<file path="config.mk">
export PLATFORM = sky130hd
export DESIGN_NAME = crh_top
export DESIGN_NICKNAME = d
export VERILOG_FILES = /design/src/include/crh_pkg.sv /design/src/rtl/crh_avg.sv /design/src/rtl/crh_top.sv
export SDC_FILE = /design/constraint.sdc
export NUM_CORES = 1
export LEC_CHECK = 0
export BUFFER_PORTS_ARGS = -buffer_cell sky130_fd_sc_hd__buf_2
export CAP_MARGIN = 5
export CORE_MARGIN = 1.5
export CORE_UTILIZATION = 47
export CTS_BUF_LIST = sky130_fd_sc_hd__clkbuf_16
export DETAILED_ROUTE_END_ITERATION = 8
export PLACE_DENSITY = 0.68
export REMOVE_ABC_BUFFERS = 1
export SLEW_MARGIN = 40
export SYNTH_ARGS = -nofsm -noshare
export SYNTH_HDL_FRONTEND = slang
export SYNTH_HIERARCHICAL = 1
export SYNTH_SLANG_ARGS = --single-unit
</file>
<file path="constraint.sdc">
create_clock -name pclk -period 2.3 [get_ports pclk]
set_input_delay 0.46 -clock pclk [delete_from_list [all_inputs] [get_ports pclk]]
set_output_delay 0.46 -clock pclk [all_outputs]
set_load 0.02 [all_outputs]
</file>
<file path="src/include/crh_pkg.sv">
// Shared constants and types of the counter readout command handler.
`default_nettype none
package crh_pkg;

	localparam int CRH_DW = 32;
	localparam int CRH_AW = 8;
	localparam int CRH_GW = 7;

	// Register byte offsets.
	localparam logic [7:0] CRH_CTRL_OFS = 8'h00;
	localparam logic [7:0] CRH_CMD_OFS = 8'h04;
	localparam logic [7:0] CRH_STATUS_OFS = 8'h08;
	localparam logic [7:0] CRH_RESULT_OFS = 8'h0c;
	localparam logic [7:0] CRH_ERROR_OFS = 8'h10;
	localparam logic [7:0] CRH_AVGCNT_OFS = 8'h14;
	localparam logic [7:0] CRH_FUNC_OFS = 8'h18;
	localparam logic [7:0] CRH_IRQ_ST_OFS = 8'h1c;
	localparam logic [7:0] CRH_IRQ_MASK_OFS = 8'h20;
	localparam logic [7:0] CRH_RES_OFS = 8'h24;

	// Field positions.
	localparam int CRH_CTRL_TBOUT = 0;
	localparam int CRH_CTRL_AVG = 1;
	localparam int CRH_CTRL_CONT = 2;
	localparam int CRH_CMD_OP_LSB = 0;
	localparam int CRH_CMD_IN_LSB = 4;
	localparam int CRH_CMD_FN_LSB = 8;
	localparam int CRH_ST_ROUTED = 0;
	localparam int CRH_ST_AVG = 1;
	localparam int CRH_ST_BUSY = 2;
	localparam int CRH_ST_VALID = 3;
	localparam int CRH_ST_CONT = 4;
	localparam int CRH_IRQ_DONE = 0;
	localparam int CRH_IRQ_ERR = 1;

	// Gate counts and the resolution threshold for automatic averaging.
	localparam logic [6:0] CRH_AVG_GATES = 7'h64;
	localparam logic [6:0] CRH_SINGLE_GATE = 7'h01;
	localparam logic [31:0] CRH_FINE_RES_NS = 32'h1;
	localparam logic [31:0] CRH_PS_PER_NS = 32'h3e8;
	localparam logic [31:0] CRH_FINE_RES_PS = 32'(CRH_FINE_RES_NS * CRH_PS_PER_NS);

	// Error codes as two's complement words.
	localparam logic [31:0] CRH_ERR_NOCONF = 32'hffffff34;
	localparam logic [31:0] CRH_ERR_INIT_IGN = 32'hffffff2b;
	localparam logic [31:0] CRH_ERR_SETTINGS = 32'hffffff23;

	typedef enum logic [2:0] {
		CRH_OP_NOP = 3'b000,
		CRH_OP_READ = 3'b001,
		CRH_OP_CONF = 3'b010,
		CRH_OP_MEAS = 3'b011,
		CRH_OP_ABORT = 3'b100,
		CRH_OP_INIT = 3'b101,
		CRH_OP_FETCH = 3'b110
	} crh_op_t;

	typedef enum logic [3:0] {
		CRH_FN_NONE = 4'b0000,
		CRH_FN_FREQ = 4'b0001,
		CRH_FN_FREQUENCY_RATIO = 4'b0010,
		CRH_FN_PERIOD = 4'b0011,
		CRH_FN_TIME_BETWEEN_EDGES = 4'b0100,
		CRH_FN_TOTALIZE = 4'b0101,
		CRH_FN_RISE = 4'b0110,
		CRH_FN_FALL = 4'b0111,
		CRH_FN_PWIDTH = 4'b1000,
		CRH_FN_NWIDTH = 4'b1001
	} crh_func_t;

endpackage : crh_pkg
`default_nettype wire

</file>
<file path="src/rtl/crh_avg.sv">
// Gate sequencer that sums one or more gate results into one reading.
`timescale 1ns/1ps
`default_nettype none
module crh_avg
	import crh_pkg::*;
#(
	parameter int DW = 32,
	parameter int GW = 7
) (
	input wire logic pclk,
	input wire logic presetn,
	input wire logic ce,
	input wire logic start,
	input wire logic abort,
	input wire logic [GW-1:0] gates,
	input wire logic gate_done,
	input wire logic [DW-1:0] gate_value,
	output logic gate_start,
	output logic done,
	output logic [DW-1:0] sum
);

	typedef struct packed {
		logic active;
		logic [GW-1:0] left;
		logic [DW-1:0] acc;
		logic gate_start;
		logic done;
	} crh_avg_state_t;

	crh_avg_state_t s;
	crh_avg_state_t n;

	always_comb begin
		n = s;
		n.gate_start = 1'b0;
		n.done = 1'b0;
		if (start) begin
			n.active = 1'b1;
			n.left = gates;
			n.acc = '0;
			n.gate_start = 1'b1;
		end else if (abort) begin
			n.active = 1'b0;
		end else if (s.active && gate_done) begin
			n.acc = s.acc + gate_value;
			n.left = s.left - 1'b1;
			if (s.left == 1'b1) begin
				n.active = 1'b0;
				n.done = 1'b1;
			end else begin
				n.gate_start = 1'b1;
			end
		end
	end

	always_ff @(posedge pclk or negedge presetn) begin
		if (!presetn) begin
			s <= '0;
		end else if (ce) begin
			s <= n;
		end
	end

	assign gate_start = s.gate_start;
	assign done = s.done;
	assign sum = s.acc;
endmodule : crh_avg
`default_nettype wire

</file>
<file path="src/rtl/crh_top.sv">
// Remote command handler for reference output, readout and gate averaging.
//
// The implementer's own choices: the APB interface to the registers and the placing of the registers.
`timescale 1ns/1ps
`default_nettype none
module crh_top
	import crh_pkg::*;
(
	input wire logic pclk,
	input wire logic presetn,
	input wire logic ce,
	input wire logic psel,
	input wire logic penable,
	input wire logic pwrite,
	input wire logic [CRH_AW-1:0] paddr,
	input wire logic [CRH_DW-1:0] pwdata,
	output logic [CRH_DW-1:0] prdata,
	output logic pready,
	output logic pslverr,
	output logic irq,
	input wire logic tb_in,
	output logic ref_out,
	output logic ref_out_en,
	output logic gate_start,
	output logic [1:0] gate_input,
	output logic [3:0] gate_func,
	input wire logic gate_done,
	input wire logic [CRH_DW-1:0] gate_value
);

	typedef struct packed {
		logic tb_en;
		logic avg_on;
		logic cont;
		logic tb_s1;
		logic tb_s2;
		logic ref_on;
		logic ref_en;
		crh_func_t [2:0] funcs;
		logic [CRH_DW-1:0] res_ps;
		logic [CRH_DW-1:0] err;
		logic [1:0] irq_st;
		logic [1:0] irq_mask;
		logic busy;
		logic fetch_pend;
		logic have_res;
		logic [1:0] cur_in;
		crh_func_t cur_func;
		logic [CRH_DW-1:0] meas_res;
		logic [CRH_DW-1:0] out_buf;
		logic out_valid;
		logic avg_start;
		logic avg_abort;
		logic [CRH_DW-1:0] prdata;
	} crh_state_t;

	crh_state_t s;
	crh_state_t n;

	logic setup;
	logic wr_acc;
	logic rd_acc;
	logic wr_cmd;
	logic addr_ok;
	logic [CRH_DW-1:0] rd_data;
	crh_op_t cmd_op;
	crh_func_t cmd_fn;
	logic [1:0] cmd_in;
	logic [1:0] cmd_idx;
	logic in3_ok;
	logic fine_res;
	crh_func_t cfg_func;
	logic [CRH_GW-1:0] gates;
	logic avg_done;
	logic [CRH_DW-1:0] avg_sum;
	logic err_ev;
	logic do_read;
	logic go;
	logic [1:0] go_idx;
	logic [1:0] w1c;

	////////////////////////////////////////////////////////////////////////
	// APB decode. Every access completes in its first access cycle.

	assign setup = psel && !penable;
	assign wr_acc = psel && penable && pwrite;
	assign rd_acc = psel && penable && !pwrite;
	assign wr_cmd = wr_acc && paddr == CRH_CMD_OFS;
	assign pready = 1'b1;
	assign pslverr = psel && penable && !addr_ok;
	assign prdata = s.prdata;

	always_comb begin
		case (paddr)
			CRH_CTRL_OFS, CRH_CMD_OFS, CRH_STATUS_OFS, CRH_RESULT_OFS,
			CRH_ERROR_OFS, CRH_AVGCNT_OFS, CRH_FUNC_OFS, CRH_IRQ_ST_OFS,
			CRH_IRQ_MASK_OFS, CRH_RES_OFS: addr_ok = 1'b1;
			default: addr_ok = 1'b0;
		endcase
	end

	always_comb begin
		rd_data = '0;
		case (paddr)
			CRH_CTRL_OFS: begin
				rd_data[CRH_CTRL_TBOUT] = s.tb_en;
				rd_data[CRH_CTRL_AVG] = s.avg_on;
				rd_data[CRH_CTRL_CONT] = s.cont;
			end
			CRH_STATUS_OFS: begin
				rd_data[CRH_ST_ROUTED] = s.ref_en;
				rd_data[CRH_ST_AVG] = s.avg_on;
				rd_data[CRH_ST_BUSY] = s.busy;
				rd_data[CRH_ST_VALID] = s.out_valid;
				rd_data[CRH_ST_CONT] = s.cont;
			end
			CRH_RESULT_OFS: rd_data = s.out_buf;
			CRH_ERROR_OFS: rd_data = s.err;
			CRH_AVGCNT_OFS: rd_data[CRH_GW-1:0] = CRH_AVG_GATES;
			CRH_FUNC_OFS: rd_data[11:0] = s.funcs;
			CRH_IRQ_ST_OFS: rd_data[1:0] = s.irq_st;
			CRH_IRQ_MASK_OFS: rd_data[1:0] = s.irq_mask;
			CRH_RES_OFS: rd_data = s.res_ps;
			default: rd_data = '0;
		endcase
	end

	////////////////////////////////////////////////////////////////////////
	// Command fields. An input field of zero means the default input.

	assign cmd_op = crh_op_t'(pwdata[CRH_CMD_OP_LSB +: 3]);
	assign cmd_fn = crh_func_t'(pwdata[CRH_CMD_FN_LSB +: 4]);
	assign cmd_in = pwdata[CRH_CMD_IN_LSB +: 2];
	assign cmd_idx = (cmd_in == 2'h0) ? 2'h0 : cmd_in - 2'h1;
	assign cfg_func = s.funcs[cmd_idx];
	assign in3_ok = cmd_fn == CRH_FN_FREQ ||
		cmd_fn == CRH_FN_FREQUENCY_RATIO || cmd_fn == CRH_FN_PERIOD;
	assign fine_res = s.res_ps != '0 && s.res_ps < CRH_FINE_RES_PS;
	assign gates = s.avg_on ? CRH_AVG_GATES : CRH_SINGLE_GATE;
	assign w1c = (wr_acc && paddr == CRH_IRQ_ST_OFS) ? pwdata[1:0] : 2'h0;

	////////////////////////////////////////////////////////////////////////
	// Next state.

	always_comb begin
		n = s;
		err_ev = 1'b0;
		do_read = 1'b0;
		go = 1'b0;
		go_idx = cmd_idx;
		n.avg_start = 1'b0;
		n.avg_abort = 1'b0;
		n.tb_s1 = tb_in;
		n.tb_s2 = s.tb_s1;
		n.ref_on = s.tb_en && s.tb_s2;
		n.ref_en = s.tb_en;
		if (setup) begin
			n.prdata = rd_data;
		end
		if (rd_acc && paddr == CRH_RESULT_OFS) begin
			n.out_valid = 1'b0;
		end
		if (wr_acc) begin
			case (paddr)
				CRH_CTRL_OFS: begin
					n.tb_en = pwdata[CRH_CTRL_TBOUT];
					n.avg_on = pwdata[CRH_CTRL_AVG];
					n.cont = pwdata[CRH_CTRL_CONT];
				end
				CRH_RES_OFS: n.res_ps = pwdata;
				CRH_IRQ_MASK_OFS: n.irq_mask = pwdata[1:0];
				default: ;
			endcase
		end
		if (avg_done && s.busy) begin
			n.busy = 1'b0;
			n.meas_res = avg_sum;
			n.have_res = 1'b1;
			if (s.fetch_pend) begin
				n.out_buf = avg_sum;
				n.out_valid = 1'b1;
				n.fetch_pend = 1'b0;
			end
		end
		if (wr_cmd) begin
			case (cmd_op)
				CRH_OP_CONF, CRH_OP_MEAS: begin
					if (cmd_idx == 2'h2 && !in3_ok) begin
						n.err = CRH_ERR_SETTINGS;
						err_ev = 1'b1;
					end else begin
						n.funcs[cmd_idx] = cmd_fn;
						if (fine_res) begin
							n.avg_on = 1'b1;
						end
						do_read = cmd_op == CRH_OP_MEAS;
					end
				end
				CRH_OP_READ: do_read = 1'b1;
				CRH_OP_ABORT: begin
					n.avg_abort = 1'b1;
					n.busy = 1'b0;
					n.fetch_pend = 1'b0;
				end
				CRH_OP_INIT: begin
					if (n.funcs[cmd_idx] == CRH_FN_NONE) begin
						n.err = CRH_ERR_NOCONF;
						err_ev = 1'b1;
					end else begin
						go = 1'b1;
					end
				end
				CRH_OP_FETCH: begin
					if (n.have_res) begin
						n.out_buf = n.meas_res;
						n.out_valid = 1'b1;
					end else if (n.busy) begin
						n.fetch_pend = 1'b1;
					end
				end
				default: ;
			endcase
			if (do_read) begin
				if (s.cont) begin
					n.err = CRH_ERR_INIT_IGN;
					err_ev = 1'b1;
				end else if (n.funcs[cmd_idx] == CRH_FN_NONE) begin
					n.err = CRH_ERR_NOCONF;
					err_ev = 1'b1;
				end else begin
					// Restart replaces any running measurement.
					go = 1'b1;
					n.fetch_pend = 1'b1;
				end
			end
		end
		if (!go && n.cont && !n.busy && n.funcs[s.cur_in] != CRH_FN_NONE) begin
			go = 1'b1;
			go_idx = s.cur_in;
		end
		if (go) begin
			n.avg_start = 1'b1;
			n.busy = 1'b1;
			n.have_res = 1'b0;
			n.cur_in = go_idx;
			n.cur_func = n.funcs[go_idx];
		end
		// A new event wins over a clear in the same cycle.
		n.irq_st = (s.irq_st & ~w1c) | {err_ev, avg_done && s.busy};
	end

	always_ff @(posedge pclk or negedge presetn) begin
		if (!presetn) begin
			s <= '0;
		end else if (ce) begin
			s <= n;
		end
	end

	crh_avg #(
		.DW(CRH_DW),
		.GW(CRH_GW)
	) u_avg (
		.pclk(pclk),
		.presetn(presetn),
		.ce(ce),
		.start(s.avg_start),
		.abort(s.avg_abort),
		.gates(gates),
		.gate_done(gate_done),
		.gate_value(gate_value),
		.gate_start(gate_start),
		.done(avg_done),
		.sum(avg_sum)
	);

	assign ref_out = s.ref_on;
	assign ref_out_en = s.ref_en;
	assign gate_input = s.cur_in + 2'h1;
	assign gate_func = s.cur_func;
	assign irq = |(s.irq_st & s.irq_mask);
endmodule : crh_top
`default_nettype wire

</file>
==> metrics, run 1 <==
Synth warnings=6; syn_area_per_cell=approximately 10 sq um; pwr/cell area=876 mW/mm^2; DRT Wirelength=34500 um; DIE WIDTH=167 um; top cell type's share of synthesized area=a little under half; crit-path max FO=4; nets=1617; clock transition at the registers of the reported paths=0.06 ns; Max Slew Vio Count=0; DRC violations left=0; Synth async-reset ratio=100%; Post-synth EDFFs=0; root buffer cell=clkbuf_16; synth cell count leaders=dfrtp_1, nand2_1, o21ai_0; Post-Route Skew=0.0135 ns; Max-cap violations=0; post-route setup TNS=-3.73 ns; Core Box Area=0.0263 sq mm; min Tclk post-route=2.64 ns; clock tree from TritonCTS=built; Final period util=115%; Crit Path Category=reg2reg; CP Capture Type=flop; ANT cells=0; crit path DAT=3.10 ns; top-count cell post-synth=dfrtp_1; hold_ws=0.167 ns; path type of the worst min-delay path=in2reg; synthesized cell area=0.0127 sq mm; initial antenna violation count=0; largest net degree at the start of global routing=74; wire per inst=18.6 um; setup ws final=-0.342 ns; Cell Count, Final, Fillers Out=1856; Top FF cell, synth=dfrtp_1; number of synthesized register bits=237; worst-margin pin slew=0.640 ns; GR Util All Layers=around a quarter; Relative slew margins=57.0%; HPWL after DPL=24200 um; Peak Freq=0.379 GHz; Critical Path RT=2.76 ns; H-tree levels=1; Die ar.=roughly 0.028 sq mm; Routed Antenna Nets=0; Finished Core Util=62.2%; post-placement cell count=1787; Num CTS Buffers=26; status=finished with violations; sequential fraction of the synthesis area=46.8%; gr ovfl total=0; largest area contributor in the netlist=dfrtp_1; violated checks=setup timing; initial core utilization=48.2%; Vias/cell=between 5 and 6; Synth Instances=1251; VDD IR max=0.000723 V; first-pass GRT wire length=54600 um; Max clock buf depth=3; initial DRC count=913; Sink Count=237; post-synth cell types=80; RSZ-0062 raised after global routing=true; vias in the first global route=between 10000 and 15000; # port buffers=122; layout cell share with drive strength beyond 1=a little under two fifths; Synth area leaders=dfrtp_1, mux2_2, o21ai_0, nand2_1, buf_4; worst-skew pair later-pin latency=around 0.52 ns; crit path launch type=flop; GP Congestion=slightly above 0.9; Area Growth Syn to Fin=29.2%; detailed-route via count=10600; DRT Pass-1 Iters=5; # setup viols final=22; I/O pin cnt=124; Die H=167 um; Hold Fails Final Rpt=0; Pleak=0.00826 uW; Core Rows=59; worst slack at placement=-0.771 ns
final timing paths:
check / from / to / slack, ns / depth (start not counted)
min reg2reg: prdata[5] / prdata[5] / 0.47 / 1
min in group asynchronous: presetn / u_avg/sum[19] / 0.48 / 2
min: pwdata[26] / s[170] / 0.17 / 2
max reg2reg: u_avg/sum[0] / u_avg/sum[28] / -0.34 / 12
max: u_avg/sum[0] / u_avg/sum[28] / -0.34 / 12
max in group asynchronous: presetn / s[190] / 1.12 / 3
repair_timing:
item,CTS,global route
hold buffers,1,0
setup endpoints to repair,53,79
setup buffers,14,14
resized for setup,89,72
cloned,0,2
pin swaps,43,42
endpoints found under the hold margin,66,0
critical path, cell delays in order, from the launching register on:
cell,delay (ns)
dfrtp_1,0.38
ha_2,0.19
inv_2,0.05
fa_2,0.22
nor2b_4,0.06
o2111ai_4,0.21
a31oi_4,0.13
a211oi_4,0.34
o21ai_2,0.14
a31oi_4,0.21
o31ai_2,0.09
or4b_1,0.49
nand3_1,0.08
cell type report:
type                    instances  area [sq um]
clock buffers                  27           676
clock inverters                19           155
fillers                      2145          9920
inverters                      22          82.6
multi-input cells             866          6530
flip-flops and latches        237          5930
well taps                     335           419
repair buffers                350          2560
power by group:
| part | total (uW) | leakage (uW) | switching [uW] | internal [uW] |
|---|---|---|---|---|
| Clock | 4080 | 0.000443 | 1650 | 2430 |
| Combinational | 5400 | 0.00458 | 2720 | 2680 |
| Sequential | 4860 | 0.00324 | 342 | 4510 |
metrics by stage:
stage          total power (uW)  area [sq um]
6_report                  14300         16400
5_1_grt                   15100         16400
4_1_cts                   13800         15900
3_5_place_dp               9220         14600
3_3_place_gp               9090         14600
2_1_floorplan              7240         11900
layer usage:
metal | share of wire, % | up-vias | track usage, %
met5 | 0 | - | 0
met4 | 2.1 | 0 | 6.19
met3 | 5.5 | 57 | 2.88
met2 | 47 | 339 | 39.9
met1 | 45 | 5206 | 33.9
li1 | - | 4964 | -
kinds of logic (layout without fill, tap and decap cells):
logic type,after synthesis,count (layout),synth area share (%)
buf+inv,151,418,6.80
other cells,2,4,0.0593
flops,237,237,46.8
compound gates,314,315,16.6
fa+ha+maj,34,34,3.42
xor+xnor,29,29,2.01
simple gates,368,368,14.3
mux,116,116,9.94
sequential cells by signal, indices dropped and copies added (netlist names):
register	count
gate_func	4
n	2
prdata	32
ref_out	1
ref_out_en	1
s	155
u_avg/done	1
u_avg/gate_start	1
u_avg/s	8
u_avg/sum	32
layout by cell type, fill, tap and decap left out, types with 8 or more instances in the layout:
master and n:
dfrtp_1 237, buf_4 205, nand2_1 158, buf_2 113, o21ai_0 102, mux2_2 78
nor2_1 44, mux2i_1 37, a21oi_1 35, nand2b_1 33, inv_1 30, clkbuf_16 28
a222oi_1 26, ha_1 25, nand3_1 22, a22o_1 19, a21o_1 19, buf_6 19
o21ai_1 17, xor2_1 16, nor3_1 13, and3_1 11, nand4_1 11, a21oi_2 11
and2_1 9, buf_12 9, xnor2_1 9, nor4_1 8
(Power assumes the default switching activity.)
==> run 2: changes to the inputs <==
CORE_MARGIN = 4   (was 1.5)
==> run 2 against run 1 <==
  * The run still ends with setup timing left
  * Count of clock-buffer cells in the layout decreased by 2
  * Clock power decreased by 11%
  * Die area increased by 6.1%
  * Clock skew increased by 0.0043 ns
  * Critical path type unchanged
  * Critical endpoint unchanged
  * Largest power group unchanged
==> metrics, run 2 (synthesis gave the netlist of run 1 again) <==
most flop-heavy register=s; layout cell share with drive strength beyond 1=36.1%; post-route setup TNS=-3.89 ns; Sink Count=roughly 240; Num CTS Buffers=25; ANT cells=0; Final period util=116%; path type of the worst min-delay path=in2reg; detailed-route via count=~10000; pwr/cell area=between 800 and 900 mW/mm^2; crit path launch type=flop; cell area after layout=0.0161 sq mm; DIE WIDTH=172 um; RSZ-0062 raised after global routing=true; slowest stage delay, CP=0.46 ns; max reg flops=155; Routed Antenna Nets=0; Hold Fails Final Rpt=0; initial core utilization=48.2%; wire per inst=18.8 um; clock tree from TritonCTS=built; largest net degree at the start of global routing=67; Vias/cell=5.64; Buf/Inv on CP=1; crit-path max FO=3; initial DRC count=886; GP Congestion=0.938; CP Capture Type=flop; # port buffers=122; worst hold start=tb_in; slowest CP cell=or4b_1; Core Rows=59; Max-cap violations=0; Pwr Total=13400 uW; GR Util All Layers=between 20% and 30%; register-to-register setup slack=-0.38 ns; clock transition at the registers of the reported paths=0.06 ns; Pleak=0.00814 uW; reg2reg start=u_avg/sum[0]; Hold Crit Depth=2; HPWL after DPL=24600 um; Area Growth Syn to Fin=27.3%; Post-Route Skew=0.0178 ns; # setup viols final=24; commonest non-fill, non-tap cells in the layout=dfrtp_1, buf_4, nand2_1; capture point of the worst reg-to-reg path=u_avg/sum[28]; DRT Pass-1 Iters=6; worst-margin pin slew=0.625 ns; Die ar.=0.0296 sq mm; I/O pin cnt=approximately 120; worst path cell trace=ha_2 > inv_2 > fa_2 > nor2b_4 > o2111ai_4 > a31oi_4 > a211oi_4 > o21ai_2 > a31oi_4 > o31ai_2 > or4b_1 > nand3_1; CP top delay family=compound AO/OA/AOI/OAI gates; first-pass GRT wire length=54900 um; DRT Wirelength=34800 um; worst reg2reg path depth=12; min Tclk post-route=2.68 ns; Die H=172 um; DRC violations left=0; Hold EP=n[190]; Core Box Area=0.0263 sq mm; Max clock buf depth=3; worst-skew pair later-pin latency=0.53 ns; status=finished with violations; VDD IR max=between 0.0007 and 0.0008 V; initial antenna violation count=0; Crit Path Category=reg2reg; nets=~1600; Peak Freq=0.373 GHz; most frequent CP cell=a31oi_4; Relative slew margins=58.0%; setup ws final=-0.378 ns; violated checks=setup timing; commonest non-fill, non-tap cell in the layout=dfrtp_1; Critical Path RT=2.76 ns; gr ovfl total=0; crit path DAT=3.14 ns; vias in the first global route=slightly above 10000; root buffer cell=clkbuf_16; Max Slew Vio Count=0; dpl cell area=0.0146 sq mm; H-tree levels=1
## run 2: changes by cell type in the layout (fill, tap and decap cells not counted), moves of 5 or more
cell      delta
buf_2        +6
clkinv_1     +8
buf_6       -10
inv_1        -5
a21oi_1      +6
ha_1         +5
## run 2: power breakdown
group | total [uW] | switching [uW] | internal (uW)
clock network | 3630 | 1660 | 1970
registers | 4840 | 330 | 4510
logic | 4970 | 2510 | 2450
total | 13400 | 4500 | 8940
## run 2: how the worst max path moves through the flow
| stage | end | slack [ns] | cells after the start | from |
|---|---|---|---|---|
| 2_1_floorplan | s[144] | -1.07 | 4 | paddr[3] |
| 3_3_place_gp | u_avg/sum[28] | -0.70 | 13 | gate_value[0] |
| 3_5_place_dp | u_avg/sum[28] | -0.74 | 13 | gate_value[0] |
| 4_1_cts | u_avg/sum[31] | -0.32 | 11 | u_avg/sum[16] |
| 5_1_grt | u_avg/sum[28] | -0.47 | 12 | u_avg/sum[0] |
| 6_report | u_avg/sum[28] | -0.38 | 12 | u_avg/sum[0] |
## run 2: what timing repair did
action,CTS,global route
endpoints found under the setup margin,64,69
resized for setup,79,46
gates cloned,1,2
hold buffers,1,0
endpoints found under the hold margin,50,0
pin swaps,49,43
buffers inserted,14,8
## run 2: area by class of cell
class | instances | area, sq um
multi-input combinational | 865 | 6410
sequential | 237 | 5930
tap | 335 | 419
clock inverter | 20 | 98.8
fill | 2211 | 10200
inverter | 22 | 82.6
timing repair buffer | 348 | 2550
clock buffer | 25 | 626
## run 2: metrics by stage
stage | instances | worst slack [ns] | utilization [%] | hold slack [ns]
floorplan | 1124 | -1.07 | - | 0.164
global placement | 1785 | -0.699 | 55.6 | 0.421
detailed placement | 1785 | -0.737 | 55.6 | 0.424
CTS | 1842 | -0.321 | 60.2 | 0.145
global route | 1852 | -0.469 | 61.3 | 0.150
finish | 1852 | -0.378 | 61.3 | 0.164
## run 2: metal layers
metal / vias up / global-route usage, % / routed length (um)
met5: - / 0 / 0
met4: 0 / 4.20 / 524
met3: 40 / 2.81 / 2150
met2: 345 / 37.3 / 16300
met1: 5114 / 33.7 / 15800
li1: 4950 / - / -
## run 2: worst register-to-register path, cell delays in order, from the launching register on
cell       delay, ns
dfrtp_1         0.39
ha_2            0.20
inv_2           0.06
fa_2            0.24
nor2b_4         0.06
o2111ai_4       0.23
a31oi_4         0.13
a211oi_4        0.33
o21ai_2         0.12
a31oi_4         0.21
o31ai_2         0.09
or4b_1          0.46
nand3_1         0.08
==> run 3: changes to the inputs <==
GPL_TIMING_DRIVEN = 0   (was not set)
RECOVER_POWER = 25   (was not set)
==> run 3 against run 2 <==
  * The flow still finishes with violations (setup timing)
  * Register-to-register slack about the same
  * Hold slack worse by 0.0090 ns
  * Die area unchanged
  * Design area down 6.0%
  * Sequential cell count unchanged
  * Sequential share of layout area up 2.5 points
  * Setup slack better by 0.0071 ns
  * Critical path type unchanged
  * Highest routed layer unchanged
==> metrics, run 3 (synthesis gave the netlist of run 1 again) <==
commonest non-fill, non-tap cells in the layout=dfrtp_1, nand2_1, buf_2; Post-Route Skew=0.0164 ns; Max clock buf depth=3; nets=about 1500; DRT Pass-1 Iters=8; layout cell share with drive strength beyond 1=32.2%; Sink Count=237; NetSw=4360 uW; # fillers=2192; DRT Wirelength=around 34000 um; detailed-route via count=10100; Critical Path Source=u_avg/sum[0]; min Tclk post-route=2.67 ns; internal power=~8700 uW; GP Congestion=0.928; capture point of the worst reg-to-reg path=u_avg/sum[20]; crit path launch type=flop; initial antenna violation count=0; Clock power frac=30.8%; commonest non-fill, non-tap cell in the layout=dfrtp_1; met2 routed WL=~15000 um; crit path DAT=3.07 ns; H-tree levels=1; setup ws final=-0.370 ns; met3 wire length=2170 um; DRC violations left=0; Core Box Area=0.0263 sq mm; worst-skew pair later-pin latency=0.53 ns; top routing layer used=met4; worst-margin pin slew=around 1.2 ns; worst reg2reg path depth=14; HPWL after DPL=21800 um; Routed Antenna Nets=0; Core Rows=a little under 60; status=finished with violations; vias in the first global route=about 9500; violated checks=setup timing; Hold Crit Depth=2; ANT cells=0; CP Capture Type=flop; VDD IR max=0.000578 V; Peak Freq=0.374 GHz; pwr/cell area=863 mW/mm^2; root buffer cell=clkbuf_16; DIE WIDTH=172 um; # port buffers=122; crit-path max FO=4; GR Util All Layers=21.6%; Die H=between 150 and 200 um; Die ar.=between 0.02 and 0.03 sq mm; path type of the worst min-delay path=in2reg; clock transition at the registers of the reported paths=roughly 0.06 ns; post-placement cell count=1594; Flop pwr share=37.8%; largest net degree at the start of global routing=between 70 and 80; Max Slew Vio Count=0; Num CTS Buffers=26; first-pass GRT wire length=51600 um; Cell Count, Final, Fillers Out=1706; Vias/cell=5.91; clock tree from TritonCTS=built; Area Growth Syn to Fin=19.7%; Hold Fails Final Rpt=0; Critical Path RT=2.69 ns; reg2reg start=u_avg/sum[0]; Max-cap violations=0; Hold EP=s[169]; initial core utilization=between 40% and 50%; post-route setup TNS=-4.07 ns; max reg flops=between 150 and 200; I/O pin cnt=124; initial DRC count=1109; gr ovfl total=0; switch share=33.4%; WL met1=~15000 um; Crit Path Category=reg2reg; Gate power share=31.4%; Final period util=116%; wire per inst=19.8 um; Pwr Total=between 10000 and 15000 uW; Relative slew margins=about a fifth; register-to-register setup slack=-0.37 ns; # setup viols final=19; worst hold start=pwdata[25]; Finished Core Util=57.7%; Pleak=about 0.0074 uW; RSZ-0062 raised after global routing=true; most flop-heavy register=s
run 3: changes by cell type in the layout (fill, tap and decap cells not counted), moves of 5 or more:
cell	before	now
buf_4	204	65
dfrtp_1	237	224
dfrtp_2	0	13
ha_1	30	19
buf_12	11	2
clkinv_2	0	8
buf_2	119	112
ha_2	1	8
o21ai_0	105	111
clkinv_1	11	6
o21ai_2	7	2
o31ai_2	6	1
run 3: worst max-delay path by stage:
stage / end / cells after the start
floorplan: s[144] / 4
global route: u_avg/sum[20] / 14
finish: u_avg/sum[20] / 14
global placement: s[104] / 1
detailed placement: gate_func[1] / 10
CTS: u_avg/sum[28] / 12
run 3: critical path: stages (launching register included):
cell,delay (ns)
dfrtp_1,0.36
ha_2,0.19
inv_2,0.04
fa_2,0.36
nor2b_4,0.14
o2111ai_2,0.14
a31oi_1,0.20
a211oi_2,0.07
buf_4,0.17
buf_6,0.11
o21ba_4,0.21
o311ai_4,0.24
a21oi_2,0.09
xor2_1,0.14
o21ai_1,0.07
run 3: timing repair:
| item | 4_1_cts | 5_1_grt |
|---|---|---|
| endpoints found under the setup margin | 152 | 73 |
| hold buffers | 1 | 0 |
| buffers inserted | 38 | 24 |
| endpoints found under the hold margin | 48 | 0 |
| pin swaps | 36 | 41 |
| gates cloned | 1 | 2 |
| resized for setup | 79 | 81 |
run 3: stage by stage:
stage,setup WS (ns),instance area (sq um),hold slack (ns)
floorplan,-1.07,11900,0.164
global placement,-3.43,12900,0.449
detailed placement,-1.34,13200,0.393
CTS,-0.405,14700,0.134
global route,-0.467,15200,0.151
finish,-0.370,15200,0.155
run 3: area by class of cell:
cell class                      instances  area, sq um  share of cell area [%]
Timing Repair Buffer                  196         1300                    8.55
Multi-Input combinational cell        868         6580                    43.4
Clock inverter                         22          181                    1.20
Clock buffer                           26          651                    4.29
Sequential cell                       237         5950                    39.2
Tap cell                              335          419                    2.77
Inverter                               22         82.6                   0.545
run 3: layer usage:
metal | track usage [%] | up-vias
li1 | - | 4657
met1 | 32.2 | 4951
met2 | 32.9 | 390
met3 | 2.58 | 87
met4 | 7.25 | 0
met5 | 0 | -
run 3: power by group through the flow:
stage	Combinational [uW]	Sequential, uW	Clock (uW)
2_1_floorplan	2400	4840	0
4_1_cts	3610	4930	4100
3_3_place_gp	3040	5000	0
5_1_grt	4530	5000	4270
6_report	4100	4950	4030
3_5_place_dp	3160	5020	0
